`src/pkg/deser_pkg.sv`:
```
// Shared constants and types for the port select and mode block
//------------------------------------------------------------
// Overview of operation
//------------------------------------------------------------
// Overview of operation
// - Forward frames carry 28 bits each
// - Receiver undoes scrambling and DC-balance inversion
// - Fast twelve-bit: 12 data plus 2 sync
// - Ten-bit mode: 10 data plus 2 sync
// - Slow twelve-bit: 12 data plus 2 sync
// - Regenerate pixels at ratio 1.5, 2, 1
// - Line rate follows mode ratio times 28
// - Line rate never exceeds 1.867 Gbps
// - Two-to-one mux, one input active
// - Select by pin or by register
// - Back channel on for selected port only
// - Selected stream drives parallel output bus
// - Output stays parallel in every mode
// - Strap sets mode, register bits 1:0 override
// - Strap codes 0 and 4 reserved, six usable
// - Strap sets medium and width independently
// - Config register bit 2 medium, bits 1:0 width
// - Control channel full duplex beside video
// - Control channel reachable from local host port
package deser_pkg;
   //------------------------------------------------------------
   // Frame layout
   //------------------------------------------------------------
   localparam int FRAME_W    = 28;
   localparam int PAY_W      = 24;
   localparam int PIX_W      = 12;
   localparam int FR_INV_BIT = 27;
   localparam int FR_PAR_BIT = 26;
   localparam int FR_CTL_LSB = 24;
   //------------------------------------------------------------
   // Register map
   //------------------------------------------------------------
   localparam logic [7:0] CTRL_ADDR     = 8'h01;
   localparam logic [7:0] STATUS_ADDR   = 8'h02;
   localparam logic [7:0] ERRCNT_ADDR   = 8'h03;
   localparam logic [7:0] CCH_RX_ADDR   = 8'h04;
   localparam logic [7:0] CCH_TX_ADDR   = 8'h05;
   localparam logic [7:0] PORT_CFG_ADDR = 8'h6D;
   localparam int CFG_COAX_BIT = 2;
   localparam int CTRL_OVR_BIT = 0;
   localparam int CTRL_SEL_BIT = 1;
   localparam int CTRL_BC_BIT  = 2;
   localparam logic [2:0] CFG_RST  = 3'h4;
   localparam logic [2:0] CTRL_RST = 3'h4;
   //------------------------------------------------------------
   // Timing
   //------------------------------------------------------------
   localparam int SYS_CLK_KHZ   = 125000;
   localparam int LINE_MAX_KBPS = 1867000;
   localparam int MIN_FRAME_GAP_CYC =
      (SYS_CLK_KHZ * FRAME_W + LINE_MAX_KBPS - 1) / LINE_MAX_KBPS;
   localparam logic [1:0] STRAP_SETTLE = 2'h3;
   typedef enum logic [1:0] {W_SLOW, W_FAST, W_TEN, W_RSVD} width_mode_t;
endpackage

```
`src/pkg/payload_if.sv`:
```
// Descrambled frame payload between the unscrambler and pixel rebuild
`timescale 1ns/1ps
interface payload_if;
   logic        valid;
   logic [23:0] data;
   logic [1:0]  ctl;
   logic        par_err;
   modport src (output valid, data, ctl, par_err);
   modport snk (input valid, data, ctl, par_err);
endinterface

```
`src/design/deser_port_select.sv`:
```
// Receive mode, strap handling, 2:1 input select and parallel output
`timescale 1ns/1ps
module deser_port_select
   import deser_pkg::*;
(
   input  wire logic                          sys_clk,
   input  wire logic                          reset,
   input  wire logic [7:0]                    reg_addr,
   input  wire logic [7:0]                    reg_wdata,
   input  wire logic                          reg_wr,
   input  wire logic                          reg_rd,
   output logic [7:0]                         reg_rdata,
   input  wire logic [2:0]                    mode_strap,
   input  wire logic                          port_sel_pin,
   input  wire logic [deser_pkg::FRAME_W-1:0] rx0_frame,
   input  wire logic                          rx0_vld,
   input  wire logic [deser_pkg::FRAME_W-1:0] rx1_frame,
   input  wire logic                          rx1_vld,
   output logic [deser_pkg::PIX_W-1:0]        pix_data,
   output logic                               pix_hsync,
   output logic                               pix_vsync,
   output logic                               pix_vld,
   output logic [1:0]                         bc_en,
   output logic [1:0]                         bc_data,
   output logic                               coax_mode,
   output logic                               active_port
);
   localparam logic [2:0] GAP_MIN = 3'(MIN_FRAME_GAP_CYC);

   //------------------------------------------------------------
   // State
   //------------------------------------------------------------
   typedef struct packed {
      logic       sel_s1;
      logic       sel_s2;
      logic [2:0] strap_s1;
      logic [2:0] strap_s2;
      logic [1:0] settle;
      logic       strap_done;
      logic       strap_rsvd;
      logic [2:0] cfg;
      logic [2:0] ctrl;
      logic [1:0] bc_tx;
      logic       active;
      logic [1:0] bc_en;
      logic [2:0] gap;
      logic       rate_err;
      logic       ovf_err;
      logic [7:0] err_cnt;
      logic [1:0] cch;
      logic       cch_new;
      logic [7:0] rdata;
   } top_t;
   top_t st_r, st_nxt;

   logic [FRAME_W-1:0] sel_frame;
   logic               sel_vld;
   logic               regen_ovf;
   payload_if          pay ();

   function automatic logic [1:0] strap_width(input logic [1:0] code);
      logic [1:0] w;
      w = 2'(W_SLOW);
      unique case (code)
         2'h1: w = 2'(W_SLOW);
         2'h2: w = 2'(W_FAST);
         2'h3: w = 2'(W_TEN);
         2'h0: w = 2'(W_SLOW);
      endcase
      return w;
   endfunction

   //------------------------------------------------------------
   // Input select
   //------------------------------------------------------------
   // Mux sits ahead of the descrambler, so a switch garbles one frame
   assign sel_frame = st_r.active ? rx1_frame : rx0_frame;
   assign sel_vld   = st_r.active ? rx1_vld : rx0_vld;

   frame_unscrambler u_unscr (
      .sys_clk   (sys_clk),
      .reset     (reset),
      .frame_vld (sel_vld),
      .frame     (sel_frame),
      .pay       (pay.src)
   );

   pixel_regen u_regen (
      .sys_clk   (sys_clk),
      .reset     (reset),
      .mode      (width_mode_t'(st_r.cfg[1:0])),
      .pay       (pay.snk),
      .pix_data  (pix_data),
      .pix_hsync (pix_hsync),
      .pix_vsync (pix_vsync),
      .pix_vld   (pix_vld),
      .overflow  (regen_ovf)
   );

   //------------------------------------------------------------
   // Next state
   //------------------------------------------------------------
   always_comb
   begin
      st_nxt          = st_r;
      st_nxt.sel_s1   = port_sel_pin;
      st_nxt.sel_s2   = st_r.sel_s1;
      st_nxt.strap_s1 = mode_strap;
      st_nxt.strap_s2 = st_r.strap_s1;
      st_nxt.rdata    = 8'h00;

      // Strap taken once after the synchroniser has settled
      if (!st_r.strap_done)
      begin
         if (st_r.settle == STRAP_SETTLE)
         begin
            st_nxt.strap_done = 1'b1;
            st_nxt.strap_rsvd = (st_r.strap_s2[1:0] == 2'h0);
            if (st_r.strap_s2[1:0] != 2'h0)
            begin
               st_nxt.cfg = {st_r.strap_s2[2], strap_width(st_r.strap_s2[1:0])};
            end
         end
         else
         begin
            st_nxt.settle = st_r.settle + 2'h1;
         end
      end

      // Register writes, after the strap load so software wins
      if (reg_wr)
      begin
         unique case (reg_addr)
            PORT_CFG_ADDR: st_nxt.cfg = reg_wdata[2:0];
            CTRL_ADDR:     st_nxt.ctrl = reg_wdata[2:0];
            CCH_TX_ADDR:   st_nxt.bc_tx = reg_wdata[1:0];
            default:       st_nxt.ctrl = st_r.ctrl;
         endcase
      end

      // Port choice and back channel
      st_nxt.active = st_r.ctrl[CTRL_OVR_BIT] ? st_r.ctrl[CTRL_SEL_BIT] : st_r.sel_s2;
      if (!st_r.ctrl[CTRL_BC_BIT])
         st_nxt.bc_en = 2'h0;
      else if (st_nxt.active)
         st_nxt.bc_en = 2'h2;
      else
         st_nxt.bc_en = 2'h1;

      // Frame spacing against the line-rate ceiling
      if (sel_vld)
         st_nxt.gap = 3'h0;
      else if (st_r.gap < GAP_MIN)
         st_nxt.gap = st_r.gap + 3'h1;

      // Clear-on-read first so a same-cycle event survives
      if (reg_rd && reg_addr == STATUS_ADDR)
      begin
         st_nxt.rate_err = 1'b0;
         st_nxt.ovf_err  = 1'b0;
      end
      if (reg_rd && reg_addr == CCH_RX_ADDR)
         st_nxt.cch_new = 1'b0;

      if (sel_vld && (st_r.gap + 3'h1) < GAP_MIN)
         st_nxt.rate_err = 1'b1;
      if (regen_ovf)
         st_nxt.ovf_err = 1'b1;
      if (pay.valid)
      begin
         st_nxt.cch     = pay.ctl;
         st_nxt.cch_new = 1'b1;
         if (pay.par_err && st_r.err_cnt != 8'hFF)
            st_nxt.err_cnt = st_r.err_cnt + 8'h01;
      end

      // Read data, one cycle after the strobe
      if (reg_rd)
      begin
         unique case (reg_addr)
            PORT_CFG_ADDR: st_nxt.rdata = {5'h00, st_r.cfg};
            CTRL_ADDR:     st_nxt.rdata = {5'h00, st_r.ctrl};
            STATUS_ADDR:
               st_nxt.rdata = {3'h0, st_r.ovf_err, st_r.rate_err,
                               st_r.strap_rsvd, st_r.strap_done, st_r.active};
            ERRCNT_ADDR:   st_nxt.rdata = st_r.err_cnt;
            CCH_RX_ADDR:   st_nxt.rdata = {5'h00, st_r.cch_new, st_r.cch};
            CCH_TX_ADDR:   st_nxt.rdata = {6'h00, st_r.bc_tx};
            default:       st_nxt.rdata = 8'h00;
         endcase
      end
   end

   //------------------------------------------------------------
   // Registers
   //------------------------------------------------------------
   always_ff @(posedge sys_clk or posedge reset)
   begin
      if (reset)
      begin
         st_r      <= '0;
         st_r.cfg  <= CFG_RST;
         st_r.ctrl <= CTRL_RST;
         st_r.gap  <= GAP_MIN;
      end
      else
      begin
         st_r <= st_nxt;
      end
   end

   assign reg_rdata   = st_r.rdata;
   assign bc_en       = st_r.bc_en;
   assign bc_data     = st_r.bc_tx;
   assign coax_mode   = st_r.cfg[CFG_COAX_BIT];
   assign active_port = st_r.active;
endmodule // deser_port_select

```
`src/design/frame_unscrambler.sv`:
```
// Self-synchronising descrambler with DC-balance undo and parity check
`timescale 1ns/1ps
module frame_unscrambler
   import deser_pkg::*;
(
   input  wire logic                        sys_clk,
   input  wire logic                        reset,
   input  wire logic                        frame_vld,
   input  wire logic [deser_pkg::FRAME_W-1:0] frame,
   payload_if.src                           pay
);
   localparam int HALF = FRAME_W / 2;
   typedef struct packed {
      logic [FRAME_W-1:0] prev;
      logic               vld;
      logic [PAY_W-1:0]   data;
      logic [1:0]         ctl;
      logic               perr;
   } unscr_t;
   unscr_t st_r, st_nxt;
   logic [FRAME_W-1:0] d;

   always_comb
   begin
      st_nxt     = st_r;
      st_nxt.vld = frame_vld;
      d          = frame ^ {st_r.prev[HALF-1:0], st_r.prev[FRAME_W-1:HALF]};
      if (d[FR_INV_BIT])
      begin
         d[FR_PAR_BIT-1:0] = ~d[FR_PAR_BIT-1:0];
      end
      if (frame_vld)
      begin
         st_nxt.prev = frame;
         st_nxt.data = d[PAY_W-1:0];
         st_nxt.ctl  = d[FR_CTL_LSB+1:FR_CTL_LSB];
         st_nxt.perr = ^d[FR_PAR_BIT:0];
      end
   end

   always_ff @(posedge sys_clk or posedge reset)
   begin
      if (reset)
         st_r <= '0;
      else
         st_r <= st_nxt;
   end

   assign pay.valid   = st_r.vld;
   assign pay.data    = st_r.data;
   assign pay.ctl     = st_r.ctl;
   assign pay.par_err = st_r.perr;
endmodule // frame_unscrambler

```
`src/design/pixel_regen.sv`:
```
// Rebuilds pixels from frame payload at the ratio set by the width mode
`timescale 1ns/1ps
module pixel_regen
   import deser_pkg::*;
(
   input  wire logic                      sys_clk,
   input  wire logic                      reset,
   input  wire deser_pkg::width_mode_t    mode,
   payload_if.snk                         pay,
   output logic [deser_pkg::PIX_W-1:0]    pix_data,
   output logic                           pix_hsync,
   output logic                           pix_vsync,
   output logic                           pix_vld,
   output logic                           overflow
);
   typedef struct packed {
      logic [47:0]      acc;
      logic [5:0]       cnt;
      width_mode_t      mode;
      logic [PIX_W-1:0] data;
      logic             hs;
      logic             vs;
      logic             vld;
      logic             ovf;
   } regen_t;
   regen_t st_r, st_nxt;
   logic [5:0]  ppw;
   logic [5:0]  fw;
   logic [47:0] fresh;

   always_comb
   begin
      st_nxt     = st_r;
      st_nxt.vld = 1'b0;
      st_nxt.ovf = 1'b0;
      ppw        = 6'h0E;
      fw         = 6'h0E;
      unique case (mode)
         W_FAST: fw = 6'h15;
         W_TEN:
         begin
            ppw = 6'h0C;
            fw  = 6'h18;
         end
         W_SLOW, W_RSVD: fw = 6'h0E;
      endcase
      if (mode != st_r.mode)
      begin
         st_nxt.acc  = '0;
         st_nxt.cnt  = '0;
         st_nxt.mode = mode;
      end
      else if (st_r.cnt >= ppw)
      begin
         st_nxt.vld = 1'b1;
         st_nxt.data = (mode == W_TEN) ? {2'h0, st_r.acc[9:0]} : st_r.acc[11:0];
         st_nxt.hs   = (mode == W_TEN) ? st_r.acc[10] : st_r.acc[12];
         st_nxt.vs   = (mode == W_TEN) ? st_r.acc[11] : st_r.acc[13];
         st_nxt.acc  = st_r.acc >> ppw;
         st_nxt.cnt  = st_r.cnt - ppw;
      end
      fresh = 48'(pay.data & 24'((25'h1 << fw) - 25'h1)) << st_nxt.cnt;
      if (pay.valid && mode == st_r.mode)
      begin
         if (7'(st_nxt.cnt) + 7'(fw) > 7'h30)
            st_nxt.ovf = 1'b1;
         else
         begin
            st_nxt.acc = st_nxt.acc | fresh;
            st_nxt.cnt = st_nxt.cnt + fw;
         end
      end
   end

   always_ff @(posedge sys_clk or posedge reset)
   begin
      if (reset)
         st_r <= '0;
      else
         st_r <= st_nxt;
   end

   assign pix_data  = st_r.data;
   assign pix_hsync = st_r.hs;
   assign pix_vsync = st_r.vs;
   assign pix_vld   = st_r.vld;
   assign overflow  = st_r.ovf;
endmodule // pixel_regen

```
`config.mk`:
```
export PLATFORM = sky130hd
export DESIGN_NAME = deser_port_select
export DESIGN_NICKNAME = d
export VERILOG_FILES = /design/src/pkg/deser_pkg.sv /design/src/pkg/payload_if.sv /design/src/design/deser_port_select.sv /design/src/design/frame_unscrambler.sv /design/src/design/pixel_regen.sv
export SDC_FILE = /design/constraint.sdc
export NUM_CORES = 1
export LEC_CHECK = 0
export ABC_AREA = 1
export BUFFER_PORTS_ARGS = -buffer_cell sky130_fd_sc_hd__buf_2
export CAP_MARGIN = 20
export CORE_AREA = 4 4 118 176
export CTS_CLUSTER_SIZE = 16
export DETAILED_ROUTE_END_ITERATION = 6
export DIE_AREA = 0 0 122 180
export GPL_TIMING_DRIVEN = 0
export PLACE_DENSITY = 0.78
export SLEW_MARGIN = 20
export SYNTH_ARGS = -nofsm -noshare
export SYNTH_HDL_FRONTEND = slang
export SYNTH_SLANG_ARGS = --single-unit
```
`constraint.sdc`:
```
create_clock -name sys_clk -period 6.8 [get_ports sys_clk]
set_input_delay 1.36 -clock sys_clk [delete_from_list [all_inputs] [get_ports sys_clk]]
set_output_delay 1.36 -clock sys_clk [all_outputs]
set_load 0.01 [all_outputs]
```
==> results.md <==
* Status: finished, final reports clean
* Commonest non-fill, non-tap cell in the layout: nand2_1
* Max Slew Vio Count at 0
* Diodes inserted at 0
* Initial antenna violation count at 0
* Mapped Nets at 1,728
* Crit end category: flip-flop
* Area leader, netlist: dfrtp_1
* Worst hold path depth at 0
* Synth top area cells: dfrtp_1 38%, nand2_1 21%, o21ai_0 5.6%, nand3_1 4.2%, inv_1 3.9%
* 1st-pass router iterations at 7
* H-tree level count at 4
* Setup-failing EPs final at 0
* Number of max-cap violations at 0
* GRT Util Overall at 32.4%
* Setup TNS at 0 ns
* Share of layout cells above drive strength 1 at 13.4%
* Synth Flop Type: dfrtp_1
* DR WL/cell at 17.0 microns
* Tmin final at 5.58 ns
* First-pass GRT wire length at 55,300 microns
* PostCTS Resize Cnt at 0
* Hold-fix buffers, CTS at 0
* Area after DPL at 12,200 sq um
* Final HPWL DP at 27,400 microns
* Hold worst-path end: st_r[40]
* Vias in the first global route at 11,100
* Hold_sp: st_nxt[40]
* Hold Crit Class: flip-flop to flip-flop
* Mapped Cells at 1,633
* Total gr overflow at 0
* Vias at 11,100
* Slew headroom at 44.1%
* Post-CTS Setup Inserts at 0
* WP data required at 7.19 ns
* Fin nets at 1,853
* Post-Syn Area at 11,300 sq um
* Maximum VDD drop at 199 uV
* Die area at 22,000 sq um
* Mapped Avg Cell Area at 6.93 sq um
* Placer congestion estimate at 1.02
* Placement Rows at 62
* Worst Path Max Fanout at 10
* Lkg Pwr at 6.58 nW
* Area grow syn2layout at 13.2%
* Hold_ws at 0.351 ns
* Final setup margin at 1.22 ns
* Finished layout cell area at 12,800 sq um
* I/O pins at 111
* RSZ-0062 raised after global routing: no
* Top cell type's share of synthesized area at 38.0%
* Skew final at 0.0130 ns
* Vias per cell at 5.48
* Largest net degree at the start of global routing at 107
* IO Port Bufs at 105
* Worst setup SP type: flip-flop
* Post-synth EDFFs at 0
* Cells on worst reg2reg path at 25
* Fmax at 179 MHz
* Period utilisation layout at 82.1%
* Die Wd at 122 microns
* Worst EP arrival at 5.97 ns
* Final hold vios at 0
* Power Density at 294 nW/um^2
* FF-to-FF Start: st_r[33]
* Worst R2R End: u_regen.st_r[57]
* Die Ht at 180 microns
* Most frequent cells in the layout: 619 x nand2_1, 172 x dfrtp_1, 130 x buf_2, 127 x o21ai_0, 117 x inv_1
* Cts bufs inserted at 17
* Worst-path clk slew at 0.07 ns
* Critical path class: flip-flop to flip-flop
* Clk sinks at 175
* Pre-CTS worst setup slack at 1.44 ns
* Core Footprint at 19,200 sq um
* Synthesized flop and latch total at 175
* Clk Latency, worst-skew pair at 0.46 ns
* Worst Max-Slew Pin Slew at 0.831 ns
* Post-synthesis sequential area ratio at 38.7%
* CTS max path bufs at 2
* Reg2Reg Setup Slack at 1.22 ns
* Async set-reset flop share out of synthesis at 100%
* Root Buffer: clkbuf_16
* Initial Utilization at 59.1%
* CTS tree: done
* Routed Antenna Nets at 0
* DRC Markers at 0
* Yosys warns at 0
* Total wire length at 34,400 microns
* Cell variety after synth at 45
* Initial DRC Count at 725
[cell usage after synthesis (2+ instances only)]
master	count
nor2_4	2
o21ai_2	10
a32o_1	2
ha_1	13
a21oi_1	53
nor2_1	98
dfstp_2	3
nand2_2	4
buf_4	30
a21boi_0	3
nand4_1	18
o21ai_1	10
nand2_1	619
inv_2	5
o21ai_0	127
clkinv_1	2
nor4_1	2
nor3_1	11
clkbuf_1	44
o211ai_1	3
nand2_4	2
or2_2	8
dfrtp_1	172
a31oi_1	25
a22oi_1	18
a21oi_2	2
inv_1	118
nand3_1	96
buf_1	6
buf_2	25
nand3_2	2
xor2_1	49
buf_6	2
nor2_2	2
xnor2_1	37
[kinds of logic (layout without fill, tap and decap cells)]
group                      count (synthesis)  after routing  synth area share, %
adders and majority gates                 13             13                 1.44
xor gates and xnor gates                  86             86                 6.65
and+or+nand+nor                          866            866                 31.1
DFF                                      175            175                 38.7
AOI/OAI and AO/OA                        260            260                 13.0
buffers and inverters                    233            371                 9.15
[cell type report]
type | instances | area [sq um]
Clock inverter | 14 | 174
Sequential cell | 175 | 4380
Tap cell | 256 | 320
Buffer | 107 | 561
Timing Repair Buffer | 106 | 553
Inverter | 126 | 483
Clock buffer | 18 | 439
Fill cell | 1815 | 6350
Multi-Input combinational cell | 1225 | 5900
[worst max-delay path: stages, from the launching register on]
cell and delay (ns):
dfrtp_1 0.51, ha_1 0.20, clkbuf_1 0.57, clkinv_1 0.50, clkbuf_1 0.38, ha_1 0.40, inv_1 0.04, nor2_1 0.07
nand2_1 0.08, nand3_2 0.13, nand2_1 0.22, nor2_1 0.42, clkbuf_1 0.43, ha_1 0.33, inv_1 0.10, o21ai_0 0.12
a21oi_2 0.13, nand2_1 0.06, nand2_1 0.05, nand2_1 0.07, nand2_1 0.10, nand2_2 0.09, inv_2 0.14, buf_4 0.20
nand2_1 0.07, nand2_1 0.09
[registers in the layout, indices dropped and copies added (netlist names), 2 cells and up]
name and cells:
u_regen.st_r 56, st_r 29, u_unscr.st_r 28, u_unscr.pay.data 24, u_regen.pix_data 12, reg_rdata 8, st_nxt 4, bc_data 2
bc_en 2, u_unscr.pay.ctl 2
[how the worst max path moves through the flow]
| stage | from | end | slack, ns | cells after the start |
|---|---|---|---|---|
| after floorplan | reset | active_port | 0.70 | 1 |
| final | st_r[33] | u_regen.st_r[57] | 1.22 | 25 |
| after global routing | st_r[32] | u_regen.st_r[57] | 0.99 | 25 |
| after detailed placement | st_r[32] | u_regen.st_r[69] | 1.44 | 24 |
| after global placement | reset | u_unscr.st_r[31] | -1.11 | 2 |
| after CTS | st_r[32] | u_regen.st_r[69] | 1.39 | 24 |
[routing by layer]
layer / part of all wire [%] / wire length [microns] / GRT usage [%]
met5: 0 / 0 / 0
met4: 10 / 3440 / 27.8
met3: 5.0 / 1740 / 5.44
met2: 51 / 17700 / 57.9
met1: 33 / 11500 / 31.5
[per-stage QoR]
| step | cells | power, mW | util [%] |
|---|---|---|---|
| 4_1_cts | 2027 | 3.76 | 66.9 |
| 3_3_place_gp | 1994 | 2.70 | 63.5 |
| 2_1_floorplan | 1633 | 2.34 | - |
| 5_1_grt | 2027 | 4.01 | 66.9 |
| 6_report | 2027 | 3.77 | 66.9 |
| 3_5_place_dp | 1995 | 2.73 | 63.7 |
[power by group]
part / switching (mW) / total, mW / internal, mW
Sequential: 0.122 / 1.34 / 1.22
Combinational: 0.906 / 1.40 / 0.494
Clock: 0.470 / 1.03 / 0.564
Total: 1.50 / 3.77 / 2.28
(Power assumes the default switching activity.)
